**src/hdl/rss_defs.svh**
```systemverilog
// timing counts, field positions and reset values for the reset source sequencer
`ifndef RSS_DEFS_SVH
`define RSS_DEFS_SVH

`define RSS_DELAY_TIME_MS 96
`define RSS_RC_FREQ_KHZ 32
`define RSS_DELAY_TICKS (`RSS_DELAY_TIME_MS * `RSS_RC_FREQ_KHZ)
`define RSS_CNT_W 16
`define RSS_CNT_ZERO 16'h0000
`define RSS_CNT_ONE 16'h0001
`define RSS_DOG_RST_CYC 16'h0004
`define RSS_NSYNC 3
`define RSS_SYN_SUPPLY 0
`define RSS_SYN_CLEAR 1
`define RSS_SYN_RC 2
`define RSS_SYNC_RST 1'h0
`define RSS_PHASE_W 4
`define RSS_PHASE_ONE 4'h1
`define RSS_WAKE_W 8

`endif

```
**src/hdl/rss_pkg.sv**
```systemverilog
// shared types of the reset source sequencer
package rss_pkg;

    typedef enum logic [5:0] {
        RSS_ST_POR   = 6'h01,
        RSS_ST_DELAY = 6'h02,
        RSS_ST_RUN   = 6'h04,
        RSS_ST_SLEEP = 6'h08,
        RSS_ST_CLEAR = 6'h10,
        RSS_ST_DOG   = 6'h20
    } rss_state_e;

    typedef struct packed {
        logic powerup;
        logic ext_clear;
        logic watchdog;
    } rss_cause_s;

    typedef struct packed {
        logic dog_expired_flag;
        logic sleep_entered_flag;
    } rss_flags_s;

    typedef struct packed {
        logic ale;
        logic oe_n;
        logic wr_n;
    } rss_strobe_s;

endpackage : rss_pkg

```
**src/hdl/rss_sync.sv**
```systemverilog
// three-stage pin synchroniser with agreement filter
`timescale 1ns/1ps
`include "rss_defs.svh"

module rss_sync (
    input wire logic clk_i, // system clock
    input wire logic rst_i, // async reset, active high
    input wire logic d_i, // raw asynchronous level
    output logic q_o // filtered level
);
    logic s1;
    logic s2;
    logic s3;
    logic next_q;

    // a change is accepted only when stages two and three agree
    always_comb begin
        next_q = (s2 == s3) ? s3 : q_o;
    end

    // stage one feeds stage two only, to keep metastability contained
    always_ff @(posedge clk_i or posedge rst_i) begin
        if (rst_i) begin
            s1 <= `RSS_SYNC_RST;
            s2 <= `RSS_SYNC_RST;
            s3 <= `RSS_SYNC_RST;
            q_o <= `RSS_SYNC_RST;
        end else begin
            s1 <= d_i;
            s2 <= s1;
            s3 <= s2;
            q_o <= next_q;
        end
    end

endmodule : rss_sync

```
**src/hdl/rss_top.sv**
```systemverilog
// reset source sequencer: cause tracking, power-up delay, phase hold, bus park
`timescale 1ns/1ps
`include "rss_defs.svh"

module rss_top
    import rss_pkg::*;
#(
    parameter logic [`RSS_CNT_W-1:0] DELAY_TICKS =
        `RSS_CNT_W'(`RSS_DELAY_TICKS), // power-up delay in RC ticks
    parameter bit ENHANCED = 1'b1 // reset also on falling supply
) (
    input wire logic clk_i, // system clock, 250 MHz
    input wire logic rst_i, // async reset, active high
    input wire logic supply_ok_i, // supply monitor, high above trip
    input wire logic external_clear_n_i, // external clear pin, active low
    input wire logic rc_osc_i, // dedicated RC oscillator square wave
    input wire logic watchdog_timeout_reset_i, // watchdog expiry pulse
    input wire logic sleep_cmd_i, // core executes sleep, pulse
    input wire logic clrwdt_cmd_i, // core clears watchdog, pulse
    input wire logic [`RSS_WAKE_W-1:0] wake_irq_i, // wake interrupt sources
    input wire logic ext_fetch_mode_i, // mode fetches from external memory
    input wire rss_strobe_s core_strobe_i, // strobes from the core
    output logic core_reset_o, // internal reset, active high
    output logic load_defaults_o, // load defined reset values
    output logic immune_undef_o, // immune registers undefined
    output logic wake_o, // resume pulse out of sleep
    output logic sleeping_o, // device in sleep
    output rss_cause_s cause_o, // last reset cause
    output rss_flags_s flags_o, // dog-expired and sleep-entered flags
    output logic [`RSS_PHASE_W-1:0] phase_o, // one-hot phase clock
    output rss_strobe_s strobe_o, // external bus strobes
    output logic strobe_oe_o // strobe pins driven
);

    logic [`RSS_NSYNC-1:0] raw;
    logic [`RSS_NSYNC-1:0] syn;
    logic supply_ok;
    logic clear_ok;
    logic rc_lvl;
    logic rc_prev;
    logic rc_tick;
    rss_state_e state;
    rss_state_e next_state;
    logic [`RSS_CNT_W-1:0] cnt;
    logic [`RSS_CNT_W-1:0] next_cnt;
    rss_cause_s next_cause;
    rss_flags_s next_flags;
    logic next_wake;
    logic in_rst;
    logic next_core_reset;
    logic next_load;
    logic next_immune;
    logic next_sleeping;
    logic [`RSS_PHASE_W-1:0] next_phase;
    rss_strobe_s next_strobe;
    logic next_strobe_oe;

    // every pin level passes the three-stage filter
    assign raw = {rc_osc_i, external_clear_n_i, supply_ok_i};
    generate
        for (genvar g = 0; g < `RSS_NSYNC; g++) begin : g_sync
            rss_sync u_sync (
                .clk_i(clk_i),
                .rst_i(rst_i),
                .d_i(raw[g]),
                .q_o(syn[g])
            );
        end
    endgenerate

    assign supply_ok = syn[`RSS_SYN_SUPPLY];
    assign clear_ok = syn[`RSS_SYN_CLEAR];
    assign rc_lvl = syn[`RSS_SYN_RC];
    // rc edge taken from the filtered level, never from the first stage
    assign rc_tick = rc_lvl & ~rc_prev;

    // sequencer next state, counter, cause and flags
    always_comb begin
        next_state = state;
        next_cnt = cnt;
        next_cause = cause_o;
        next_flags = flags_o;
        next_wake = 1'b0;
        case (state)
            RSS_ST_POR: begin
                next_cause = '{powerup: 1'b1, ext_clear: 1'b0, watchdog: 1'b0};
                next_flags = '{dog_expired_flag: 1'b1, sleep_entered_flag: 1'b1};
                next_cnt = `RSS_CNT_ZERO;
                if (supply_ok && clear_ok) begin
                    next_state = RSS_ST_DELAY;
                end
            end
            RSS_ST_DELAY: begin
                if (rc_tick) begin
                    if (cnt == DELAY_TICKS - `RSS_CNT_ONE) begin
                        next_state = clear_ok ? RSS_ST_RUN : RSS_ST_CLEAR;
                    end else begin
                        next_cnt = cnt + `RSS_CNT_ONE;
                    end
                end
            end
            RSS_ST_RUN: begin
                if (!clear_ok) begin
                    next_state = RSS_ST_CLEAR;
                    next_cause = '{powerup: 1'b0, ext_clear: 1'b1, watchdog: 1'b0};
                end else if (watchdog_timeout_reset_i) begin
                    next_state = RSS_ST_DOG;
                    next_cnt = `RSS_CNT_ZERO;
                    next_cause = '{powerup: 1'b0, ext_clear: 1'b0, watchdog: 1'b1};
                    next_flags = '{dog_expired_flag: 1'b0, sleep_entered_flag: 1'b1};
                end else if (sleep_cmd_i) begin
                    next_state = RSS_ST_SLEEP;
                    next_flags = '{dog_expired_flag: 1'b1, sleep_entered_flag: 1'b0};
                end else if (clrwdt_cmd_i) begin
                    next_flags = '{dog_expired_flag: 1'b1, sleep_entered_flag: 1'b1};
                end
            end
            RSS_ST_SLEEP: begin
                if (!clear_ok) begin
                    // clear in sleep is a full reset; flags untouched
                    next_state = RSS_ST_CLEAR;
                    next_cause = '{powerup: 1'b0, ext_clear: 1'b1, watchdog: 1'b0};
                end else if (watchdog_timeout_reset_i) begin
                    next_state = RSS_ST_RUN;
                    next_wake = 1'b1;
                    next_flags = '{dog_expired_flag: 1'b0, sleep_entered_flag: 1'b0};
                end else if (|wake_irq_i) begin
                    next_state = RSS_ST_RUN;
                    next_wake = 1'b1;
                end
            end
            RSS_ST_CLEAR: begin
                // released on the clock once the filtered pin is high
                if (clear_ok) begin
                    next_state = RSS_ST_RUN;
                end
            end
            RSS_ST_DOG: begin
                // watchdog reset is a short fixed pulse
                if (cnt == `RSS_DOG_RST_CYC - `RSS_CNT_ONE) begin
                    next_state = RSS_ST_RUN;
                end else begin
                    next_cnt = cnt + `RSS_CNT_ONE;
                end
            end
            default: begin
                next_state = RSS_ST_POR;
                next_cnt = `RSS_CNT_ZERO;
            end
        endcase
        // low supply overrides all; older parts only see it in the POR state, not during the delay
        if (!supply_ok && (ENHANCED || state == RSS_ST_POR)) begin
            next_state = RSS_ST_POR;
            next_cnt = `RSS_CNT_ZERO;
            next_wake = 1'b0;
            next_cause = '{powerup: 1'b1, ext_clear: 1'b0, watchdog: 1'b0};
            next_flags = '{dog_expired_flag: 1'b1, sleep_entered_flag: 1'b1};
        end
    end

    // sequencer registers
    always_ff @(posedge clk_i or posedge rst_i) begin
        if (rst_i) begin
            state <= RSS_ST_POR;
            cnt <= `RSS_CNT_ZERO;
            cause_o <= '{powerup: 1'b1, ext_clear: 1'b0, watchdog: 1'b0};
            flags_o <= '{dog_expired_flag: 1'b1, sleep_entered_flag: 1'b1};
            wake_o <= 1'b0;
            rc_prev <= 1'b0;
        end else begin
            state <= next_state;
            cnt <= next_cnt;
            cause_o <= next_cause;
            flags_o <= next_flags;
            wake_o <= next_wake;
            rc_prev <= rc_lvl;
        end
    end

    // outputs derived from the next state so they register with it
    always_comb begin
        in_rst = (next_state == RSS_ST_POR) || (next_state == RSS_ST_DELAY) ||
                 (next_state == RSS_ST_CLEAR) || (next_state == RSS_ST_DOG);
        next_core_reset = in_rst;
        next_load = in_rst;
        next_immune = (next_state == RSS_ST_POR) || (next_state == RSS_ST_DELAY);
        next_sleeping = (next_state == RSS_ST_SLEEP);
        // phase clock stops in sleep, since the oscillator is parked there
        if (in_rst) begin
            next_phase = `RSS_PHASE_ONE;
        end else if (next_state == RSS_ST_RUN) begin
            next_phase = {phase_o[`RSS_PHASE_W-2:0], phase_o[`RSS_PHASE_W-1]};
        end else begin
            next_phase = phase_o;
        end
        // strobes parked only in external fetch modes; otherwise core owns them
        if (in_rst && ext_fetch_mode_i) begin
            next_strobe = '{ale: 1'b0, oe_n: 1'b1, wr_n: 1'b1};
        end else begin
            next_strobe = core_strobe_i;
        end
        next_strobe_oe = ext_fetch_mode_i;
    end

    // output registers
    always_ff @(posedge clk_i or posedge rst_i) begin
        if (rst_i) begin
            core_reset_o <= 1'b1;
            load_defaults_o <= 1'b1;
            immune_undef_o <= 1'b1;
            sleeping_o <= 1'b0;
            phase_o <= `RSS_PHASE_ONE;
            strobe_o <= '{ale: 1'b0, oe_n: 1'b1, wr_n: 1'b1};
        end else begin
            core_reset_o <= next_core_reset;
            load_defaults_o <= next_load;
            immune_undef_o <= next_immune;
            sleeping_o <= next_sleeping;
            phase_o <= next_phase;
            strobe_o <= next_strobe;
        end
    end

    // no reset here: the pin enable follows the mode right through rst_i,
    // so the parked strobes are really driven from the first edge onward
    always_ff @(posedge clk_i) begin
        strobe_oe_o <= next_strobe_oe;
    end

    // checks on the sequencer behaviour
    phase_hold_a: assert property (@(posedge clk_i) disable iff (rst_i)
        core_reset_o |-> phase_o == `RSS_PHASE_ONE)
        else $error("phase clock not held at phase one in reset");

    bus_park_a: assert property (@(posedge clk_i) disable iff (rst_i)
        core_reset_o && $past(ext_fetch_mode_i) |->
            strobe_oe_o && !strobe_o.ale && strobe_o.oe_n && strobe_o.wr_n)
        else $error("bus strobes not parked during reset");

    sleep_dog_a: assert property (@(posedge clk_i) disable iff (rst_i)
        state == RSS_ST_SLEEP && watchdog_timeout_reset_i && clear_ok && supply_ok |=>
            !load_defaults_o && wake_o && state == RSS_ST_RUN && !flags_o.dog_expired_flag)
        else $error("watchdog in sleep did not resume cleanly");

    clear_flags_a: assert property (@(posedge clk_i) disable iff (rst_i)
        (state == RSS_ST_RUN || state == RSS_ST_SLEEP) && !clear_ok && supply_ok |=>
            flags_o == $past(flags_o) && cause_o.ext_clear && load_defaults_o)
        else $error("external clear disturbed status flags");

    dog_run_a: assert property (@(posedge clk_i) disable iff (rst_i)
        state == RSS_ST_RUN && clear_ok && supply_ok && watchdog_timeout_reset_i |=>
            !flags_o.dog_expired_flag && flags_o.sleep_entered_flag && core_reset_o
            ##1 core_reset_o ##1 core_reset_o ##1 core_reset_o)
        else $error("watchdog reset flags or length wrong");

    supply_low_a: assert property (@(posedge clk_i) disable iff (rst_i)
        ENHANCED && !supply_ok |=> core_reset_o && immune_undef_o && cause_o.powerup)
        else $error("low supply did not force power-up reset");

    delay_length_a: assert property (@(posedge clk_i) disable iff (rst_i)
        $past(state) == RSS_ST_DELAY && state != RSS_ST_DELAY && state != RSS_ST_POR |->
            $past(cnt) == DELAY_TICKS - `RSS_CNT_ONE && $past(rc_tick))
        else $error("power-up delay ended early");

    delay_hold_a: assert property (@(posedge clk_i) disable iff (rst_i)
        state == RSS_ST_DELAY |-> core_reset_o && immune_undef_o)
        else $error("reset released during power-up delay");

    release_a: assert property (@(posedge clk_i) disable iff (rst_i)
        $fell(core_reset_o) |-> $past(clear_ok) && $past(supply_ok) && !immune_undef_o)
        else $error("reset released without clean pin levels");

    wake_irq_a: assert property (@(posedge clk_i) disable iff (rst_i)
        state == RSS_ST_SLEEP && (|wake_irq_i) && clear_ok && supply_ok |=>
            wake_o && !sleeping_o && !core_reset_o)
        else $error("interrupt did not wake from sleep");

    immune_cause_a: assert property (@(posedge clk_i) disable iff (rst_i)
        immune_undef_o |-> cause_o.powerup && !cause_o.ext_clear && !cause_o.watchdog)
        else $error("immune registers disturbed on non power-up reset");

    // main scenarios
    delay_done_c: cover property (@(posedge clk_i) disable iff (rst_i)
        state == RSS_ST_DELAY ##1 state == RSS_ST_RUN);
    sleep_wake_c: cover property (@(posedge clk_i) disable iff (rst_i)
        state == RSS_ST_SLEEP ##1 wake_o);
    clear_sleep_c: cover property (@(posedge clk_i) disable iff (rst_i)
        state == RSS_ST_SLEEP ##1 state == RSS_ST_CLEAR);
    dog_reset_c: cover property (@(posedge clk_i) disable iff (rst_i)
        state == RSS_ST_RUN ##1 state == RSS_ST_DOG);

endmodule : rss_top

```
**config.mk**
```make
export PLATFORM = sky130hd
export DESIGN_NAME = rss_top
export DESIGN_NICKNAME = d
export VERILOG_FILES = /design/src/hdl/rss_pkg.sv /design/src/hdl/rss_sync.sv /design/src/hdl/rss_top.sv
export VERILOG_INCLUDE_DIRS = /design/src /design/src/hdl
export SDC_FILE = /design/constraint.sdc
export NUM_CORES = 1
export LEC_CHECK = 0
export BUFFER_PORTS_ARGS = -buffer_cell sky130_fd_sc_hd__clkbuf_2
export CAP_MARGIN = 20
export CORE_ASPECT_RATIO = 0.8
export CORE_MARGIN = 1
export CORE_UTILIZATION = 55
export CTS_BUF_LIST = sky130_fd_sc_hd__clkbuf_16
export DETAILED_ROUTE_END_ITERATION = 8
export GPL_ROUTABILITY_DRIVEN = 0
export PLACE_DENSITY_LB_ADDON = 0.1
export SYNTH_ARGS = -nofsm -noshare
export SYNTH_HDL_FRONTEND = slang
export SYNTH_HIERARCHICAL = 1
export SYNTH_SLANG_ARGS = --single-unit
```
**constraint.sdc**
```tcl
create_clock -name clk_i -period 4.4 [get_ports clk_i]
set_input_delay 0.44 -clock clk_i [delete_from_list [all_inputs] [get_ports clk_i]]
set_output_delay 0.44 -clock clk_i [all_outputs]
set_load 0.02 [all_outputs]
```
==> flow_summary.ini <==
[outcome]
status = finished, final reports clean

[global_route]
grt_usage_pct = 25.3
met3_usage_pct = 5.77
grt_pass1_wl_um = 9870
grt.busiest_layer = met1
gr-usage-met2_pct = 34.5
antenna_found_initial = 0
grt_pass1_vias = 2007
grt_overflow = 0
grt_start_max_net_pins = 24
grt_util_met1_pct = 39.2

[layout]
n_antenna_cell = 0
layout.nets = 329
final_area_mm2 = 0.00307
layout_common_cells = dfrtp_1, clkbuf_2, nand2_1
fillers = 388
synthToLayoutAreaGrowth_pct = 12.9
drive_above_1_share_pct = 23.9
instances_no_fill = 369
final_common_cell = dfrtp_1

[sta]
slew_viol_final = 0
period_minus_slack_ps = 2610
rsz0062_at_grt = false
final-setup-viol-count = 0
slew-limit-headroom_pct = 49.9
worst_pin_slew_ps = 742
finalHoldViolations = 0
fin_skew_ps = 10.4
period_share_pct = 59.3
fin_tns_setup_ps = 0
fin_ws_ps = 1790
fmax_mhz = 383

[placement]
hpwlAfterDp_um = 4230
dp_slack_ps = 1870
numPortBuffers = 37
dpl_cell_area_mm2 = 0.00290
dp_cells = 361

[synth]
synth-seq-cells = 52
syn_inst = 277
synthArstFlopShare_pct = 98.1
synth_seq_area_share_pct = 48.1
syn-num-nets = 298
ys_types = 64
ys.flop_type = dfrtp_1
avgSynthCellArea_um2 = 9.82
synth_edf_count = 0
netlist_area_mm2 = 0.00272
ys_warn_count = 6

[setup_path]
worstSetupPathType = reg -> reg
worstSetupStartpointType = register
worstPathCellList = nor3b_2, nand3_1, or3b_2, or4_1, o21ai_0
critical_path_buf_inv_count = 0
cp-end-kind = register
path_max_fanout = 13
critical-path-top-delay-family = simple AND/OR/NAND/NOR gates
crit_arrival_ps = 2820
critPathMaxStageDelay_ps = 610
crit_slowest_cell = dfrtp_1
cp_data_required_time_ps = 4610

[flow_run]
maxCapViolCount = 0

[power]
power_density_mw_per_mm2 = 356
ir_drop_mv = 0.237
p_leak_nw = 1.35
power_mw = 1.09

[clocking]
cts_tree = yes
clock_sinks = 52
cts_buffer_depth = 2
cts_resized = 0
clk_transition_reported_paths_ps = 70
cts_made_buffers = 5
insertion_delay_ps = 290
cts_setup_buffers = 0
htreeDepth = 2
postCtsHoldBufs = 0
root_buffer = clkbuf_16

[drt]
finalWirelength_um = 5910
drc = 0
avgRoutedWirePerCell_um = 16.0
num_vias = 2274
first_pass_iters = 5
ant_nets = 0
first_iter_violations = 264
viasPerCell = 6.16

[die]
fp.dieW_um = 80.6
core_mm2 = 0.00468
dieArea_mm2 = 0.00523
start_util_pct = 58.1
ioPinCount = 38
die_h_um = 64.9
rows = 22

[min_path]
hold_class = in -> async
==> metrics by stage <==
| step | hold slack (ps) | util (%) |
|---|---|---|
| floorplan | 206 | - |
| global placement | 332 | 62.1 |
| detailed placement | 336 | 62.1 |
| CTS | 45.1 | 65.6 |
| global route | 57.4 | 65.6 |
| finish | 37.3 | 65.6 |
==> registers in the layout, indices dropped and copies added (netlist names) <==
name and count:
state 6, g_sync.u_sync/q_o 3, strobe_oe_o 1, cause_o 3
strobe_o 3, rc_prev 1, g_sync.u_sync/s3 3, immune_undef_o 1
sleeping_o 1, cnt 16, phase_o 4, flags_o 2
wake_o 1, g_sync.u_sync/s1 3, g_sync.u_sync/s2 3, load_defaults_o 1
==> per-layer routing <==
metal  vias up  part of all wire (%)
met5         -                     0
met4         0                   1.0
met3         9                   6.2
met2        93                    42
met1      1085                    51
li1       1087                     -
==> worst paths after layout <==
path	endpoint	slack, ps	cells past startpoint	from
max	cnt[14]$_DFFE_PP0P_	1790	5	g_sync[0].u_sync/q_o$_DFFE_PP0N_
min	g_sync[2].u_sync/q_o$_DFFE_PP0N_	40	2	rst_i
max reg2reg	cnt[14]$_DFFE_PP0P_	1790	5	g_sync[0].u_sync/q_o$_DFFE_PP0N_
min reg2reg	g_sync[2].u_sync/s2$_DFF_PP0_	350	0	g_sync[2].u_sync/s1$_DFF_PP0_
max in group asynchronous	immune_undef_o$_DFF_PP1_	3310	3	rst_i
min in group clk_i	g_sync[2].u_sync/s1$_DFF_PP0_	260	1	rc_osc_i
==> power by group <==
group	internal [mW]	switching [mW]	total [mW]	leakage, nW
clock	0.269	0.179	0.447	0.0856
combinational	0.0437	0.0745	0.118	0.602
sequential	0.504	0.0239	0.528	0.658
total	0.817	0.277	1.09	1.35
==> synth_stat cells, types with 4 or more instances <==
cell type / n / share of area (%)
a21o_1: 6 / 1.7
or4_1: 5 / 1.4
nor3_1: 6 / 1.1
o31ai_1: 4 / 1.1
nand4_1: 6 / 1.4
xnor2_1: 4 / 1.3
a22o_1: 4 / 1.3
o21ai_0: 20 / 3.7
and3_1: 8 / 1.8
nor4_1: 9 / 2.1
dfstp_2: 9 / 8.7
dfrtp_1: 42 / 39
buf_2: 7 / 1.3
nand3_1: 13 / 2.4
a21oi_1: 6 / 1.1
nor2_1: 19 / 2.6
nand2_1: 27 / 3.7
inv_1: 9 / 1.2
nor2b_1: 6 / 1.4
==> worst register-to-register path: stages (launching register included) <==
cell     delay [ps]
dfrtp_1         610
nor3b_2         460
nand3_1         410
or3b_2          570
or4_1           400
o21ai_0          90
==> layout make-up <==
cell class,instances,area (um2),share of cell area (%)
Timing Repair Buffer,38,193,6.27
Inverter,9,33.8,1.10
Sequential cell,52,1310,42.6
Tap cell,60,75.1,2.44
Clock buffer,5,125,4.07
Clock inverter,3,42.5,1.38
Multi-Input combinational cell,202,1290,42.2
==> cells by family after synthesis <==
group	count (synthesis)	synth area share, %
XOR/XNOR	6	1.93
AO/OA/AOI/OAI	63	16.4
AND/OR/NAND/NOR	129	27.6
buffers and inverters	23	4.32
adder cells (fa/ha/maj)	4	1.70
flip-flops	52	48.1
No activity file was read; power rests on OpenSTA's default activity.
